### config.mk
export PLATFORM = sky130hd
export DESIGN_NAME = iapl_ctrl
export DESIGN_NICKNAME = d
export VERILOG_FILES = /design/src/rtl/iapl_pkg.sv /design/src/rtl/iapl_ctrl.sv
export SDC_FILE = /design/constraint.sdc
export NUM_CORES = 1
export LEC_CHECK = 0
export BUFFER_PORTS_ARGS = -buffer_cell sky130_fd_sc_hd__buf_2
export CORE_MARGIN = 2
export CORE_UTILIZATION = 45
export CTS_CLUSTER_DIAMETER = 120
export DETAILED_ROUTE_END_ITERATION = 8
export PLACE_DENSITY = 0.66
export SYNTH_ARGS = -nofsm -noshare
export SYNTH_HDL_FRONTEND = slang
export SYNTH_SLANG_ARGS = --single-unit
### constraint.sdc
create_clock -name clk_i -period 11 [get_ports clk_i]
set_input_delay 0.55 -clock clk_i [delete_from_list [all_inputs] [get_ports clk_i]]
set_output_delay 0.55 -clock clk_i [all_outputs]
set_load 0.01 [all_outputs]
### src/rtl/iapl_pkg.sv
// constants and types shared by the interrupt acknowledge and priority logic
package iapl_pkg;

  // ----------------------------------------------------------------
  // level encoding
  // ----------------------------------------------------------------
  localparam int LVL_W   = 3;  // programmable level width, 0 is the highest
  localparam int NUM_LVL = 8;  // number of programmable levels
  localparam int GRP_W   = 8;  // channels covered by one grouped mask register

  // ----------------------------------------------------------------
  // values after reset
  // ----------------------------------------------------------------
  localparam logic [LVL_W-1:0]   LVL_RST   = 3'h7;  // every channel at the lowest level
  localparam logic               MASK_RST  = 1'b1;  // every channel masked
  localparam logic [NUM_LVL-1:0] ISP_RST   = 8'h00; // nothing in service
  localparam logic [LVL_W:0]     NO_LVL    = 4'h8;  // in-service top when no level is set

  // ----------------------------------------------------------------
  // class of the request presented to the core
  // ----------------------------------------------------------------
  typedef enum logic [1:0] {
    IAPL_CLS_NONE,
    IAPL_CLS_FATAL,
    IAPL_CLS_HIGH,
    IAPL_CLS_CHAN
  } iapl_class_e;

endpackage

### src/rtl/iapl_ctrl.sv
// interrupt acknowledge, restore, masking and priority judgment logic
//
// Behaviour
// - fatal acknowledge holds all interrupts until high return
// - fatal request delivered even with nesting flag set
// - fatal request has no restore; system reset
// - high acknowledge holds high and channel interrupts
// - high return with exception flag clear restores
// - return with exception flag set restores nothing
// - channel acknowledge loads acknowledged-channel hold register
// - channel acknowledge records level, holds lower ones
// - in-service levels changed by hardware only
// - low return with flag clear releases level
// - per-channel mask bit, one masks, zero enables
// - grouped mask view shares the same storage
// - grouped write of one masks that channel
// - masked requests stay latched, fire on unmask
// - clearing request flag discards latched request
// - fixed order fatal over high over channel
// - 3-bit channel level, zero highest, seven lowest
// - equal levels resolved by lowest channel number
// - higher-priority interrupts nest during service
// - equal or lower than in-service level waits
// - hold register untouched by high acknowledge, read-only
// - judgment continues while core holds off acknowledge
`timescale 1ns/10ps

module iapl_ctrl
  import iapl_pkg::*;
#(
  parameter int NUM_CH = 16,                      // channel count, multiple of GRP_W
  parameter int CH_W   = $clog2(NUM_CH),          // channel number width
  parameter int GRP_IW = $clog2(NUM_CH / GRP_W)   // grouped mask register index width
) (
  // clock and reset
  input  wire logic                 clk_i,
  input  wire logic                 nrst_i,
  // request sources
  input  wire logic                 fatal_nonmaskable_request_i,
  input  wire logic                 high_level_maskable_request_i,
  input  wire logic [NUM_CH-1:0]    channel_interrupt_request_i,
  input  wire logic [NUM_CH-1:0]    channel_request_flag_clr_i,
  // per-channel mask view
  input  wire logic                 channel_mask_bit_we_i,
  input  wire logic [CH_W-1:0]      channel_mask_bit_idx_i,
  input  wire logic                 channel_mask_bit_i,
  // grouped mask view
  input  wire logic                 grouped_mask_register_we_i,
  input  wire logic [GRP_IW-1:0]    grouped_mask_register_idx_i,
  input  wire logic [GRP_W-1:0]     grouped_mask_register_i,
  // channel level programming
  input  wire logic                 channel_level_we_i,
  input  wire logic [CH_W-1:0]      channel_level_idx_i,
  input  wire logic [LVL_W-1:0]     channel_level_i,
  // core status and handshake
  input  wire logic                 interrupt_disable_flag_i,
  input  wire logic                 high_level_nesting_flag_i,
  input  wire logic                 exception_in_progress_flag_i,
  input  wire logic                 cpu_ack_i,
  input  wire logic                 high_level_return_instr_i,
  input  wire logic                 low_level_return_instr_i,
  // presentation to the core
  output logic                      irq_valid_o,
  output iapl_class_e               irq_class_o,
  output logic [CH_W-1:0]           irq_chan_o,
  // readable state
  output logic [CH_W-1:0]           acknowledged_channel_hold_o,
  output logic [NUM_LVL-1:0]        in_service_priority_state_o,
  output logic [NUM_CH-1:0]         channel_mask_bit_o,
  output logic [NUM_CH-1:0]         channel_request_flag_o,
  output logic                      fatal_request_flag_o,
  output logic                      high_request_flag_o,
  // controller status word bits
  output logic                      fatal_issued_o,
  output logic                      high_issued_o,
  output logic                      chan_issued_o,
  output logic                      fatal_active_o,
  output logic                      high_active_o,
  output logic                      chan_active_o
);

  // ----------------------------------------------------------------
  // helper: highest-priority level currently in service
  // ----------------------------------------------------------------
  // lowest set bit wins because level 0 is the highest priority
  function automatic logic [LVL_W:0] top_level(input logic [NUM_LVL-1:0] isp);
    logic [LVL_W:0] t;
    t = NO_LVL;
    for (int k = NUM_LVL - 1; k >= 0; k--) begin
      if (isp[k]) begin
        t = (LVL_W+1)'(k);
      end
    end
    return t;
  endfunction

  // ----------------------------------------------------------------
  // state
  // ----------------------------------------------------------------
  logic [NUM_CH-1:0]    flag_q,  flag_d;    // latched channel requests
  logic                 fatal_q, fatal_d;   // latched fatal request
  logic                 high_q,  high_d;    // latched high-level request
  logic [NUM_CH-1:0]    mask_q,  mask_d;    // one storage for both mask views
  logic [LVL_W-1:0]     lvl_q    [NUM_CH];  // programmed channel levels
  logic [LVL_W-1:0]     lvl_d    [NUM_CH];
  logic [NUM_LVL-1:0]   isp_q,   isp_d;     // in-service level bitmap
  logic                 fne_q,   fne_d;     // core handling the fatal request
  logic                 fie_q,   fie_d;     // core handling the high request
  logic                 eie_q,   eie_d;     // core handling a channel request
  logic [CH_W-1:0]      scr_q,   scr_d;     // acknowledged channel number
  logic                 pv_q,    pv_d;      // presentation valid
  iapl_class_e          pc_q,    pc_d;      // presented class
  logic [CH_W-1:0]      pch_q,   pch_d;     // presented channel
  logic [LVL_W-1:0]     plv_q,   plv_d;     // level of presented channel

  // ----------------------------------------------------------------
  // judgment signals
  // ----------------------------------------------------------------
  logic                 ack;                // acknowledge of a valid presentation
  logic                 hi_ret_ok;          // high return that restores
  logic                 lo_ret_ok;          // low return that restores
  logic [LVL_W:0]       top;                // in-service top level
  logic                 best_found;         // an eligible channel exists
  logic [CH_W-1:0]      best_idx;           // winning channel
  logic [LVL_W-1:0]     best_lvl;           // its level

  assign ack       = cpu_ack_i && pv_q;
  assign hi_ret_ok = high_level_return_instr_i && !exception_in_progress_flag_i;
  assign lo_ret_ok = low_level_return_instr_i && !exception_in_progress_flag_i;
  assign top       = top_level(isp_q);

  // ----------------------------------------------------------------
  // channel arbitration, runs every cycle whatever the core flags
  // ----------------------------------------------------------------
  always_comb begin
    best_found = 1'b0;
    best_idx   = '0;
    best_lvl   = LVL_RST;
    for (int i = 0; i < NUM_CH; i++) begin
      // masked channels stay latched but never compete
      if (flag_q[i] && !mask_q[i] && ({1'b0, lvl_q[i]} < top)) begin
        // strict compare keeps the lower channel number on a tie
        if (!best_found || (lvl_q[i] < best_lvl)) begin
          best_found = 1'b1;
          best_idx   = CH_W'(i);
          best_lvl   = lvl_q[i];
        end
      end
    end
  end

  // ----------------------------------------------------------------
  // request, mask and level storage: next values
  // ----------------------------------------------------------------
  always_comb begin
    flag_d  = flag_q;
    fatal_d = fatal_q;
    high_d  = high_q;
    mask_d  = mask_q;
    lvl_d   = lvl_q;
    // clears first, so that a request in the same cycle wins
    flag_d = flag_d & ~channel_request_flag_clr_i;
    if (ack && (pc_q == IAPL_CLS_CHAN)) begin
      flag_d[pch_q] = 1'b0;
    end
    if (ack && (pc_q == IAPL_CLS_FATAL)) begin
      fatal_d = 1'b0;
    end
    if (ack && (pc_q == IAPL_CLS_HIGH)) begin
      high_d = 1'b0;
    end
    // requests latch even while held off or masked
    flag_d  = flag_d | channel_interrupt_request_i;
    fatal_d = fatal_d | fatal_nonmaskable_request_i;
    high_d  = high_d | high_level_maskable_request_i;
    // per-channel view of the mask
    if (channel_mask_bit_we_i) begin
      mask_d[channel_mask_bit_idx_i] = channel_mask_bit_i;
    end
    // grouped view writes the very same bits; it wins a same-cycle clash
    if (grouped_mask_register_we_i) begin
      for (int j = 0; j < GRP_W; j++) begin
        mask_d[int'(grouped_mask_register_idx_i) * GRP_W + j] =
          grouped_mask_register_i[j];
      end
    end
    if (channel_level_we_i) begin
      lvl_d[channel_level_idx_i] = channel_level_i;
    end
  end

  // ----------------------------------------------------------------
  // request, mask and level storage: registers
  // ----------------------------------------------------------------
  always_ff @(posedge clk_i or negedge nrst_i) begin
    if (!nrst_i) begin
      flag_q  <= '0;
      fatal_q <= 1'b0;
      high_q  <= 1'b0;
      mask_q  <= {NUM_CH{MASK_RST}};
      for (int i = 0; i < NUM_CH; i++) begin
        lvl_q[i] <= LVL_RST;
      end
    end else begin
      flag_q  <= flag_d;
      fatal_q <= fatal_d;
      high_q  <= high_d;
      mask_q  <= mask_d;
      lvl_q   <= lvl_d;
    end
  end

  // ----------------------------------------------------------------
  // service and presentation state: next values
  // ----------------------------------------------------------------
  // there is no software write path into isp or scr at all
  always_comb begin
    isp_d = isp_q;
    fne_d = fne_q;
    fie_d = fie_q;
    eie_d = eie_q;
    scr_d = scr_q;
    pv_d  = 1'b0;
    pc_d  = IAPL_CLS_NONE;
    pch_d = pch_q;
    plv_d = plv_q;
    // high return releases the fatal and high holds, but the core
    // has nothing to return to after a fatal request
    if (hi_ret_ok) begin
      fie_d = 1'b0;
      fne_d = 1'b0;
    end
    // low return drops only the topmost in-service level
    if (lo_ret_ok && (top != NO_LVL)) begin
      isp_d[top[LVL_W-1:0]] = 1'b0;
    end
    // acknowledge updates the service state of the presented class
    if (ack) begin
      unique case (pc_q)
        IAPL_CLS_FATAL: fne_d = 1'b1;
        IAPL_CLS_HIGH:  fie_d = 1'b1;
        IAPL_CLS_CHAN: begin
          scr_d        = pch_q;
          isp_d[plv_q] = 1'b1;
        end
        IAPL_CLS_NONE:  fne_d = fne_d;
      endcase
    end
    eie_d = |isp_d;
    // presentation; dropped for one cycle after an acknowledge so the
    // same request is never taken twice
    if (!ack) begin
      if (fatal_q && !fne_q) begin
        // nesting and disable flags do not hold the fatal request
        pv_d = 1'b1;
        pc_d = IAPL_CLS_FATAL;
      end else if (high_q && !fne_q && !fie_q && !high_level_nesting_flag_i) begin
        pv_d = 1'b1;
        pc_d = IAPL_CLS_HIGH;
      end else if (best_found && !fne_q && !fie_q && !high_level_nesting_flag_i
                   && !interrupt_disable_flag_i) begin
        pv_d  = 1'b1;
        pc_d  = IAPL_CLS_CHAN;
        pch_d = best_idx;
        plv_d = best_lvl;
      end
    end
  end

  // ----------------------------------------------------------------
  // service and presentation state: registers
  // ----------------------------------------------------------------
  always_ff @(posedge clk_i or negedge nrst_i) begin
    if (!nrst_i) begin
      isp_q <= ISP_RST;
      fne_q <= 1'b0;
      fie_q <= 1'b0;
      eie_q <= 1'b0;
      scr_q <= '0;
      pv_q  <= 1'b0;
      pc_q  <= IAPL_CLS_NONE;
      pch_q <= '0;
      plv_q <= LVL_RST;
    end else begin
      isp_q <= isp_d;
      fne_q <= fne_d;
      fie_q <= fie_d;
      eie_q <= eie_d;
      scr_q <= scr_d;
      pv_q  <= pv_d;
      pc_q  <= pc_d;
      pch_q <= pch_d;
      plv_q <= plv_d;
    end
  end

  // ----------------------------------------------------------------
  // outputs
  // ----------------------------------------------------------------
  assign irq_valid_o                 = pv_q;
  assign irq_class_o                 = pc_q;
  assign irq_chan_o                  = pch_q;
  assign acknowledged_channel_hold_o = scr_q;
  assign in_service_priority_state_o = isp_q;
  assign channel_mask_bit_o          = mask_q;
  assign channel_request_flag_o      = flag_q;
  assign fatal_request_flag_o        = fatal_q;
  assign high_request_flag_o         = high_q;
  assign fatal_issued_o              = pv_q && (pc_q == IAPL_CLS_FATAL);
  assign high_issued_o               = pv_q && (pc_q == IAPL_CLS_HIGH);
  assign chan_issued_o               = pv_q && (pc_q == IAPL_CLS_CHAN);
  assign fatal_active_o              = fne_q;
  assign high_active_o               = fie_q;
  assign chan_active_o               = eie_q;
endmodule

# == Yosys cells after proc, flatten, opt, wreduce, memory -nomap -nowiden ==
# Index checks and enable logic that the tools add are counted.
# totals
inputBits,66
reg_bits,107
# classes
n_reduce_logical,117
n_mux,158
bitwise_logic,14
order_cmp,57
n_addsub,7
n_eq_ne,4
# op_table
cell,n
bitwise mux 16 bit,9
2-to-1 mux 4 bit,36
2-to-1 mux 3 bit,32
< comparator 3 x 4 -> 1 bit,16
logical AND 1 bit,63
2-to-1 mux 1 bit,57
bitwise mux 48 bit,1
2-to-1 mux 16 bit,3
< comparator 3 bit,15
demux 1 bit (select 4 bit),9
logical NOT 1 bit,36
"greater-or-equal comparator 5 x 1 -> 1 bit, second input constant",7
"< comparator 5 bit, second input constant",7
bitwise AND 16 bit,2
NOT 16 bit,2
2-to-1 mux 8 bit,3
"adder 4 x 3 -> 5 bit, second input constant",4
OR 16 bit,1
logical OR 1 bit,15
"< comparator 4 x 5 -> 1 bit, second input constant",3
demux 3 bit (select 4 bit),1
"greater-or-equal comparator 4 x 1 -> 1 bit, second input constant",3
"adder 4 x 2 -> 5 bit, second input constant",2
bitwise AND 8 bit,1
19 further kinds,29

# == Logic depth before layout (Yosys ltp) ==
# Gate-level depths: netlist (run 1).
# depth
word_depth,79
mapped_depth,43
depth_no_buf,42

# == Worst setup path after synthesis (run 1) ==
# OpenSTA, ideal clock, no wires.
# synth_timing
path_type,reg-to-reg
startpoint,"register isp_q[7], in the netlist in_service_priority_state_o[7]"
endpoint,register plv_q[2]
setup_time_ns,0.073
path_buffers,0
arrival_time_ns,9.874
slack_ns,1.053
path_stages_with_launch,38
synth_period_minus_slack_ns,9.947
required_ns,10.927
path_cell_list,dfrtp_1 -> nor2_1 -> nor3_1 -> o31ai_1 -> ha_1 -> o21ai_0 -> a22oi_1 -> nor2_1 -> o21a_2 -> o221a_1 -> a211o_1 -> o211a_1 -> o41ai_2 -> and3_1 -> a2111oi_4 -> a211oi_1 -> or3_4 -> o211ai_1 -> [2 not listed] -> a22o_1 -> a211o_1 -> a211oi_2 -> a211o_1 -> a22o_1 -> a31o_1 -> mux2_4 -> ha_1 -> or3_1 -> or3_1 -> o21a_1 -> a21o_1 -> ha_1 -> a21o_1 -> or3_1 -> o31ai_1 -> a21oi_1 -> a21oi_1
# synth_between
elab_chain_len,76
# synth_lines
item,line_no,text
"start, declared",iapl_ctrl.sv:106,"logic [NUM_LVL-1:0] isp_q, isp_d;"
"start signal, assigned",iapl_ctrl.sv:285,isp_q <= isp_d;
2-to-1 mux 4 bit * (8 in series),iapl_ctrl.sv:90,if (isp[k]) begin
< comparator 3 x 4 -> 1 bit,iapl_ctrl.sv:141,"if (flag_q[i] && !mask_q[i] && ({1'b0, lvl_q[i]} < top)) begin"
logical AND 1 bit,iapl_ctrl.sv:141,
2-to-1 mux 3 bit or 2-to-1 mux 1 bit (tied branches),iapl_ctrl.sv:141,
< comparator 3 bit or logical NOT 1 bit (tied branches),iapl_ctrl.sv:143,if (!best_found || (lvl_q[i] < best_lvl)) begin
logical OR 1 bit,iapl_ctrl.sv:143,
2-to-1 mux 3 bit or 2-to-1 mux 1 bit (tied branches),iapl_ctrl.sv:143,
2-to-1 mux 3 bit or 2-to-1 mux 1 bit (tied branches),iapl_ctrl.sv:141,
[51 not listed],-,
2-to-1 mux 3 bit or 2-to-1 mux 1 bit (tied branches),iapl_ctrl.sv:141,
< comparator 3 bit or logical NOT 1 bit (tied branches),iapl_ctrl.sv:143,
logical OR 1 bit,iapl_ctrl.sv:143,
2-to-1 mux 1 bit,iapl_ctrl.sv:143,
2-to-1 mux 1 bit,iapl_ctrl.sv:141,
logical AND 1 bit (3 in series),iapl_ctrl.sv:260,end else if (best_found && !fne_q && !fie_q && !high_level_nesting_flag_i
logical AND 1 bit,iapl_ctrl.sv:261,&& !interrupt_disable_flag_i) begin
AND reduction 4 bit (no line),-,
"end signal, assigned",iapl_ctrl.sv:293,plv_q <= plv_d;
"end, declared",iapl_ctrl.sv:114,"logic [LVL_W-1:0] plv_q, plv_d;"
# Mark *: on every way between the ends. The rest lies on a longest branch, timed or not.
# A chain may end at the register's enable or synchronous reset.

# == Worst setup path after layout (run 1) ==
# layout_timing
startpoint,"register isp_q[0], in the netlist in_service_priority_state_o[0]"
endpoint,register plv_q[2]
# layout_between
elab_chain_len,69
# layout_lines
item,line_no
2-to-1 mux 4 bit *,iapl_ctrl.sv:90
< comparator 3 x 4 -> 1 bit,iapl_ctrl.sv:141
logical AND 1 bit,iapl_ctrl.sv:141
2-to-1 mux 3 bit or 2-to-1 mux 1 bit (tied branches),iapl_ctrl.sv:141
< comparator 3 bit or logical NOT 1 bit (tied branches),iapl_ctrl.sv:143
logical OR 1 bit,iapl_ctrl.sv:143
2-to-1 mux 3 bit or 2-to-1 mux 1 bit (tied branches),iapl_ctrl.sv:143
2-to-1 mux 3 bit or 2-to-1 mux 1 bit (tied branches),iapl_ctrl.sv:141
[51 not listed],-
2-to-1 mux 3 bit or 2-to-1 mux 1 bit (tied branches),iapl_ctrl.sv:141
< comparator 3 bit or logical NOT 1 bit (tied branches),iapl_ctrl.sv:143
logical OR 1 bit,iapl_ctrl.sv:143
2-to-1 mux 1 bit,iapl_ctrl.sv:143
2-to-1 mux 1 bit,iapl_ctrl.sv:141
logical AND 1 bit (3 in series),iapl_ctrl.sv:260
logical AND 1 bit,iapl_ctrl.sv:261
AND reduction 4 bit (no line),-
# Marked as above.

==> flow_summary.toml, run 1 <==
[outcome]
status = "finished clean"

[worst_setup_path]
cp.arrival_ns = 10.59
slowest_delay_ns = 0.54
crit_type = "register to register"
r2r_start = "in_service_priority_state_o[0]"
cpMaxStageDelayCell = "o41ai_2"
cp-end-kind = "register"
crit_required_ns = 11.29
r2r_setup_slack_ns = 0.70
startpoint_type = "register"
path_max_fanout = 12
worstReg2RegEnd = "plv_q[2]"
reg2reg_depth = 36

[route]
drtIter0Drc = 651
post-route-drc-count = 0
drt-total-wl_mm = 24.6
dr.pass1.iters = 6
vias = 7712
viasPerCell = 5.96
post_drt_wl_per_cell_um = 19.0
postRouteAntennaNets = 0

[clocking]
cts-root-buf = "clkbuf_16"
clockBufferDepth = 2
cts_made_buffers = 9
ctsResizeCount = 0
post_cts_buffers = 0
clock_latency_ns = 0.36
clock_sinks = 107
cts_tree = "done"
hold_buffers = 0
cts.clk_slew.worst_paths_ns = 0.08
htree_levels = 3

[placement]
dp_hpwl_mm = 19.1
globalplace.congestion = 0.928
placedCellCount = 1279
port_buffers = 124
place_area_sq_um = 9040

[logic_synthesis]
synthMuxAreaShare_pct = 8.69
avgSynthCellArea_sq_um = 8.67
yosys.area_share.xor_xnor_pct = 0
async_flop_share_pct = 100
synth_top_area_cell = "dfstp_2"
yosys.area_share.adder_pct = 6.12
synthSimpleGateAreaFrac_pct = 22.6
synth_nets = 1045
synth-edff-count = 0
yosysUniqueCellTypes = 86
ys_ff_latch = 107
ys_seq_area_share_pct = 33.8
yosys_warnings = 0
synth_top_area_share_pct = 21.5
synth-compound-area-share_pct = 25.9
ys_top_cells_by_area = "dfstp_2 (22%), dfrtp_1 (12%), mux2_2 (5.9%), ha_1 (5.5%), o21ai_0 (4.7%)"
syn_area_sq_um = 8180
synthCells = 943
synth_top_family_by_area = "compound AO/OA/AOI/OAI gates"
synth_ff_type = "dfstp_2"

[sta]
clock.fmax_ghz = 0.0971
relSlewSlack_pct = 38.0
finClkSkew_ns = 0.0120
rsz0062_at_grt = "false"
period_needed_ns = 10.30
hold_viol = 0
fin_tns_setup_ns = 0
fin_crit_sh_pct = 93.6
tightestPinTransition_ns = 0.929
setup_viol = 0
slew_violations = 0

[layout]
layout.nets = 1163
antenna_cells = 0
drive_gt1_share_pct = 28.7
multi_input_area_sq_um = 5190
seqCellArea_sq_um = 2760
final_area_sq_um = 9350
area_delta_synth_final_pct = 14.4
final_cells = 1295
nFillCells = 1717
final_common_cell = "buf_2"
layout_common_cells = "buf_2 (123), nand2_1 (100), nor2_1 (88), o21ai_0 (77), dfstp_2 (67)"

[pwr]
ir_drop_v = 0.0000954
swShare_pct = 43.9
p_seq_share_pct = 32.8
pwr-share-comb_pct = 50.0
power_switching_uw = 833
internal_power_mw = 1.06
power.leakage_nw = 3.94
powerDensity_nw_per_um2 = 203
total_power_mw = 1.90
pwr-share-clk_pct = 17.2

[global_route]
antenna_found_initial = 0
grt_pass1_wl_mm = 38.8
grt_max_degree = 74
grt.overflow.total = 0
grt_usage_pct = 25.1
first_global_vias = 7183

[die]
die_h_um = 139
die_x_um = 139
io_pins = 125
core_sq_um = 17900
die_area_sq_um = 19300
rows = 49
initial_core_util_pct = 45.7

[run]
maxCapViolations = 0

[worst_hold_path]
hp-class = "input port to asynchronous set/reset pin"
registers in the layout, indices dropped and copies added, names as in the netlist, 2 cells and up:
signal,flops
irq_class_o,2
plv_q,3
channel_request_flag_o,16
irq_chan_o,4
channel_mask_bit_o,16
lvl_q,48
in_service_priority_state_o,8
acknowledged_channel_hold_o,4
layer usage:
metal,track usage (%),wire (um),vias up
li1,-,-,3728
met1,35.4,11600,3737
met2,39.4,11300,214
met3,3.69,1160,33
met4,8.83,644,0
met5,0,0,-
logic make-up (layout without fill, tap and decap cells):
logic type	Yosys count	after routing
simple gates	362	362
compound gates	304	304
flops	107	107
mux	65	65
buf+inv	64	187
fa+ha+maj	41	41
per-stage QoR:
step / hold WS (ns) / setup WS [ns] / utilization [%]
5_1_grt: 0.150 / 0.0288 / 52.2
4_1_cts: 0.131 / 0.563 / 52.2
2_1_floorplan: 0.254 / 1.05 / -
3_5_place_dp: 0.467 / 0.600 / 50.5
3_3_place_gp: 0.460 / 0.959 / 50.5
6_report: 0.117 / 0.700 / 52.2
synthesized netlist by cell type (4+ instances only):
cell type	n
o21bai_1	7
a21oi_1	49
o22ai_1	4
a311oi_1	4
nand2b_1	31
o31a_1	5
nand3_1	19
a211oi_1	8
nor3_1	20
nor3b_1	5
nor2_1	88
a21o_1	17
nor2b_1	22
and2_1	13
mux2i_1	20
nand3b_1	12
maj3_1	5
a31o_2	17
nand2_1	100
dfrtp_1	40
o211ai_1	6
inv_1	42
dfstp_2	67
nand4_1	4
mux2_2	43
a31oi_1	18
or2_2	6
a211o_1	9
clkbuf_1	19
nor4_1	4
a22o_1	4
o31ai_1	11
a22oi_1	4
o21ai_1	10
ha_1	36
and3_1	6
or3_1	13
o21ai_0	77
o21a_1	12
power groups by stage:
stage | clock network, mW | logic (mW) | registers [mW]
6_report | 0.327 | 0.948 | 0.622
5_1_grt | 0.350 | 1.05 | 0.635
4_1_cts | 0.335 | 0.937 | 0.618
3_5_place_dp | 0 | 0.932 | 0.624
3_3_place_gp | 0 | 0.926 | 0.624
2_1_floorplan | 0 | 0.693 | 0.592
worst max path at each step:
stage | slack [ns] | start | cells past startpoint | to
floorplan | 1.05 | in_service_priority_state_o[7] | 37 | plv_q[2]
detailed placement | 0.60 | in_service_priority_state_o[0] | 36 | plv_q[2]
global route | 0.03 | in_service_priority_state_o[0] | 36 | plv_q[2]
global placement | 0.96 | in_service_priority_state_o[4] | 36 | plv_q[2]
CTS | 0.56 | in_service_priority_state_o[0] | 36 | plv_q[2]
finish | 0.70 | in_service_priority_state_o[0] | 36 | plv_q[2]
cell type report:
| class | instances | area share, % |
|---|---|---|
| multi-input combinational | 772 | 55.5 |
| sequential | 107 | 29.5 |
| timing repair buffer | 129 | 7.07 |
| tap | 229 | 3.06 |
| clock buffer | 10 | 2.45 |
| inverter | 42 | 1.69 |
| clock inverter | 6 | 0.709 |
critical path, delay by kind of cell, from the launching register on:
family / cells / cell delay, ns
AOI/OAI and AO/OA: 22 / 5.69
adders and majority gates: 3 / 0.74
DFF: 1 / 0.53
muxes: 2 / 0.72
and+or+nand+nor: 9 / 2.51
(Power assumes the default switching activity.)
==> run 2, diff against run 1 <==
ABC_AREA = 1   (was not set)
==> run 2 against run 1 <==
- non-clock buffer count rose by 7
- area after synthesis fell by 9.9%
- clock skew fell by 0.0047 ns
- clock-buffer cell count did not move
- fmax rose by 4.3%
- largest cell class unchanged
==> flow_summary.toml, run 2 <==
[outcome]
status = "finished clean"

[logic_synthesis]
synth-edff-count = 0
synth_top_area_cell = "dfstp_2"
ys_ff_latch = 107
yosysUniqueCellTypes = 43
synth_nets = 1155
synth_common_cells = "nand2_1 (254), inv_1 (178), o21ai_0 (112)"
synth_top_area_share_pct = 23.9
synth.most_common_cell = "nand2_1"
synthCells = 1053
yosys_warnings = 0
async_flop_share_pct = 100
syn_area_sq_um = 7370
ys_top_cells_by_area = "dfstp_2 (24%), dfrtp_1 (14%), nand2_1 (13%), inv_1 (9.1%), o21ai_0 (7.6%)"
ys_seq_area_share_pct = 37.5
avgSynthCellArea_sq_um = 7.00
synth_ff_type = "dfstp_2"

[route]
dr.pass1.iters = 6
postRouteAntennaNets = 0
vias = 7482
viasPerCell = 5.28
post_drt_wl_per_cell_um = 16.5
post-route-drc-count = 0
drtIter0Drc = 565
drt-total-wl_mm = 23.4

[pwr]
pwr-share-clk_pct = 11.2
swShare_pct = 52.8
internal_power_mw = 1.48
p_seq_share_pct = 19.6
power_switching_mw = 1.65
total_power_mw = 3.12
power.leakage_nw = 4.56
pwr-share-comb_pct = 69.2
powerDensity_nw_per_um2 = 357
ir_drop_v = 0.000146

[global_route]
grt_usage_pct = 27.1
antenna_found_initial = 1
grt_pass1_wl_mm = 37.2
grt_max_degree = 77
met2_usage_pct = 43.2
grt.busiest_layer = "met2"
gr-usage-met3_pct = 6.88
first_global_vias = 7084
grt.overflow.total = 0
grt_util_met1_pct = 35.4

[sta]
finClkSkew_ns = 0.00725
fin_tns_setup_ns = 0
fin_crit_sh_pct = 89.8
clock.fmax_ghz = 0.101
slew_violations = 0
setup_ws_ns = 1.12
relSlewSlack_pct = 38.7
fin_hold_ws_ns = 0.118
period_needed_ns = 9.88
setup_viol = 0
tightestPinTransition_ns = 0.920
hold_viol = 0

[worst_setup_path]
crit_top_cell = "nand2_1"
cp-end-kind = "register"
slowest_delay_ns = 0.41
cpMaxStageDelayCell = "dfrtp_1"
crit_required_ns = 11.31
startpoint_type = "register"
crit_type = "register to register"
path_max_fanout = 8
cp.arrival_ns = 10.18

[die]
die_x_um = 132
io_pins = 125
core_sq_um = 15900
rows = 46
die_area_sq_um = 17400
die_h_um = 132
initial_core_util_pct = 46.2

[layout]
area_delta_synth_final_pct = 18.8
post-route-util_pct = 54.9
layout_common_cells = "nand2_1 (242), inv_1 (177), buf_2 (123), o21ai_0 (108), nand3_1 (87)"
multi_input_area_sq_um = 3990
final_area_sq_um = 8750
layout.nets = 1296
final_common_cell = "nand2_1"
final_cells = 1416
drive_gt1_share_pct = 24.9
largest_reg_flops = 48
regMostFlops = "lvl_q"
nFillCells = 1571
seqCellArea_sq_um = 2760

[clocking]
hold_buffers = 0
clockBufferDepth = 2
cts_tree = "done"
clock_sinks = 107
cts.clk_slew.worst_paths_ns = 0.08
cts_made_buffers = 9
cts-root-buf = "clkbuf_16"
htree_levels = 3
clock_latency_ns = 0.36

[placement]
globalplace.congestion = 0.992
placedCellCount = 1392
pre_cts_slack_ns = 0.794
port_buffers = 124
dp_hpwl_mm = 18.1
place_area_sq_um = 8270

[worst_hold_path]
hp-class = "input port to asynchronous set/reset pin"

[run]
maxCapViolations = 0
run 2: changes by cell type in the layout (fill, tap and decap cells not counted), sizes merged, moves of 13 or more:
cell,before,now
a31o,20,2
inv,46,189
a31oi,18,4
o21ai,89,115
nand2,101,293
mux2,45,0
nor2b,23,0
and2,13,0
nand3,20,93
a21o,17,0
mux2i,20,1
nand2b,31,0
or3,14,1
run 2: cell families after synthesis:
logic type      after synthesis  share of synthesized area (%)
fa+ha+maj                    36                           6.12
buf+inv                     194                           9.94
mux                           1                          0.136
flops                       107                           37.5
compound gates              210                           16.1
simple gates                505                           30.2
run 2: what timing repair did:
item	in CTS	in global routing
gates resized for setup	0	35
endpoints found under the setup margin	0	7
buffers inserted	0	7
run 2: power groups by stage:
stage | combinational, mW | sequential (mW) | clock, mW
after detailed placement | 1.98 | 0.614 | 0
after global placement | 1.96 | 0.615 | 0
after global routing | 2.47 | 0.626 | 0.369
after floorplan | 1.49 | 0.603 | 0
final | 2.16 | 0.613 | 0.350
after CTS | 1.99 | 0.609 | 0.353
run 2: worst max-delay path, delay by kind of cell (launching register included):
family | cells | cell delay, ns
simple gates | 93 | 7.18
compound gates | 6 | 0.94
fa+ha+maj | 3 | 0.80
buf+inv | 7 | 0.48
flops | 1 | 0.41
run 2: area by class of cell:
type | instances | area share, %
clock inverters | 6 | 0.815
diodes | 1 | 0.0286
inverters | 188 | 8.06
well taps | 216 | 3.09
flip-flops and latches | 107 | 31.5
clock buffers | 10 | 2.73
multi-input cells | 752 | 45.5
repair buffers | 136 | 8.19
run 2: final timing paths:
| path | slack [ns] | cells past startpoint | from | to |
|---|---|---|---|---|
| worst max-delay path | 1.12 | 109 | in_service_priority_state_o[0] | plv_q[2] |
| worst min-delay path | 0.12 | 1 | nrst_i | channel_request_flag_o[4] |
| worst max register to register | 1.12 | 109 | in_service_priority_state_o[0] | plv_q[2] |
| worst min register to register | 0.50 | 2 | plv_q[1] | plv_q[1] |
| max in group asynchronous | 9.61 | 2 | nrst_i | irq_chan_o[3] |
| min in group clk_i | 0.36 | 2 | channel_request_flag_clr_i[15] | channel_request_flag_o[15] |
run 2: per-layer routing:
metal	vias up	routed length [um]
li1	3714	-
met1	3425	10300
met2	286	10600
met3	57	1800
met4	0	739
met5	-	0
==> run 3, diff against run 2 <==
RECOVER_POWER = 25   (was not set)
==> run 3 against run 2 <==
- the run now ends with max-capacitance violations, max-slew violations left
- core utilization is essentially flat
- sequential cell count is the same
- global-route usage stayed put
- clock skew hardly changed
- fmax fell by 0.17%
- design area about the same
- register-to-register slack got worse by 0.02 ns
- non-clock buffer count is the same
==> flow_summary.toml, run 3 (synthesis gave the netlist of run 2 again) <==
[outcome]
status = "finished with violations"
violations = "max-capacitance violations, max-slew violations"

[route]
vias = 7454
drtIter0Drc = 571
drt-total-wl_mm = 23.4
post-route-drc-count = 0
postRouteAntennaNets = 0
viasPerCell = 5.26
dr.pass1.iters = 5
post_drt_wl_per_cell_um = 16.5

[worst_setup_path]
slowest_delay_ns = 0.41
crit_required_ns = 11.31
cp-end-kind = "register"
critPathBufInv = 8
crit_type = "register to register"
cp.arrival_ns = 10.20
cpMaxStageDelayCell = "dfrtp_1"
cp_top_family = "simple AND/OR/NAND/NOR gates"
crit_top_cell = "nand2_1"
startpoint_type = "register"
path_max_fanout = 8

[layout]
post-route-util_pct = 54.9
final_cells = 1416
seqCellArea_sq_um = 2760
largest_reg_flops = 48
layout.nets = 1296
final_common_cell = "nand2_1"
regMostFlops = "lvl_q"
area_delta_synth_final_pct = 18.7
layout_common_cells = "nand2_1 (242), inv_1 (177), buf_2 (120), o21ai_0 (108), nand3_1 (87)"
drive_gt1_share_pct = 24.6
nFillCells = 1574
multi_input_area_sq_um = 3990
final_area_sq_um = 8750

[clocking]
cts_tree = "done"
cts.clk_slew.worst_paths_ns = 0.08
clockBufferDepth = 2
htree_levels = 3
cts-root-buf = "clkbuf_16"
cts_made_buffers = 9
clock_sinks = 107
hold_buffers = 0
clock_latency_ns = 0.36

[global_route]
antenna_found_initial = 1
grt.overflow.total = 0
grt_util_met1_pct = 35.4
first_global_vias = 7084
grt_max_degree = 77
grt.busiest_layer = "met2"
gr-usage-met3_pct = 6.88
grt_usage_pct = 27.1
met2_usage_pct = 43.2
grt_pass1_wl_mm = 37.2

[placement]
placedCellCount = 1392
port_buffers = 124
globalplace.congestion = 0.992
dp_hpwl_mm = 18.1
place_area_sq_um = 8270

[sta]
tightestPinTransition_ns = 1.78
relSlewSlack_pct = -18.6
finClkSkew_ns = 0.00711
period_needed_ns = 9.89
hold_viol = 0
setup_viol = 0
fin_crit_sh_pct = 89.9
clock.fmax_ghz = 0.101
slew_violations = 33

[die]
initial_core_util_pct = 46.2
io_pins = 125
die_h_um = 132
die_x_um = 132
die_area_sq_um = 17400
core_sq_um = 15900
rows = 46

[worst_hold_path]
hp-class = "input port to register"

[pwr]
total_power_mw = 3.12
power.leakage_nw = 4.54
ir_drop_v = 0.000147
powerDensity_nw_per_um2 = 357

[run]
maxCapViolations = 1
## run 3: final timing paths
kind                                                startpoint  slack (ns)  cells after the start                         to
worst max-delay path            in_service_priority_state_o[0]        1.11                    109                   plv_q[2]
worst min-delay path             channel_request_flag_clr_i[0]        0.36                      2  channel_request_flag_o[0]
worst max register to register  in_service_priority_state_o[0]        1.11                    109                   plv_q[2]
worst min register to register                       lvl_q[45]        0.50                      2                  lvl_q[45]
max in group asynchronous                               nrst_i        8.60                      2              irq_chan_o[3]
min in group asynchronous                               nrst_i        0.65                      1  channel_request_flag_o[4]
## run 3: metrics by stage
stage	hold WS [ns]	setup TNS (ns)	setup WS, ns
after global placement	0.473	0	1.07
after global routing	0.367	-0.393	-0.0810
final	0.358	0	1.11
after CTS	0.130	0	0.662
after detailed placement	0.485	0	0.794
after floorplan	0.254	0	1.82
## run 3: repair_timing
action | 4_1_cts | 5_1_grt
setup endpoints to repair | 0 | 7
buffers inserted | 0 | 7
resized for setup | 0 | 35
## run 3: where the power goes
group	internal [mW]	leakage, nW	switching [mW]
combinational	0.773	3.23	1.39
sequential	0.516	1.16	0.0966
clock	0.186	0.153	0.163
## run 3: cell type report
class / count / area share (%)
tap: 216 / 3.09
timing repair buffer: 136 / 8.11
clock buffer: 10 / 2.73
sequential: 107 / 31.6
antenna: 1 / 0.0286
clock inverter: 6 / 0.815
inverter: 188 / 8.07
multi-input combinational: 752 / 45.6
## run 3: metal layers
metal	routed length, um	vias to the layer above
li1	-	3711
met1	10200	3415
met5	0	-
met4	665	0
met3	1890	53
met2	10700	275
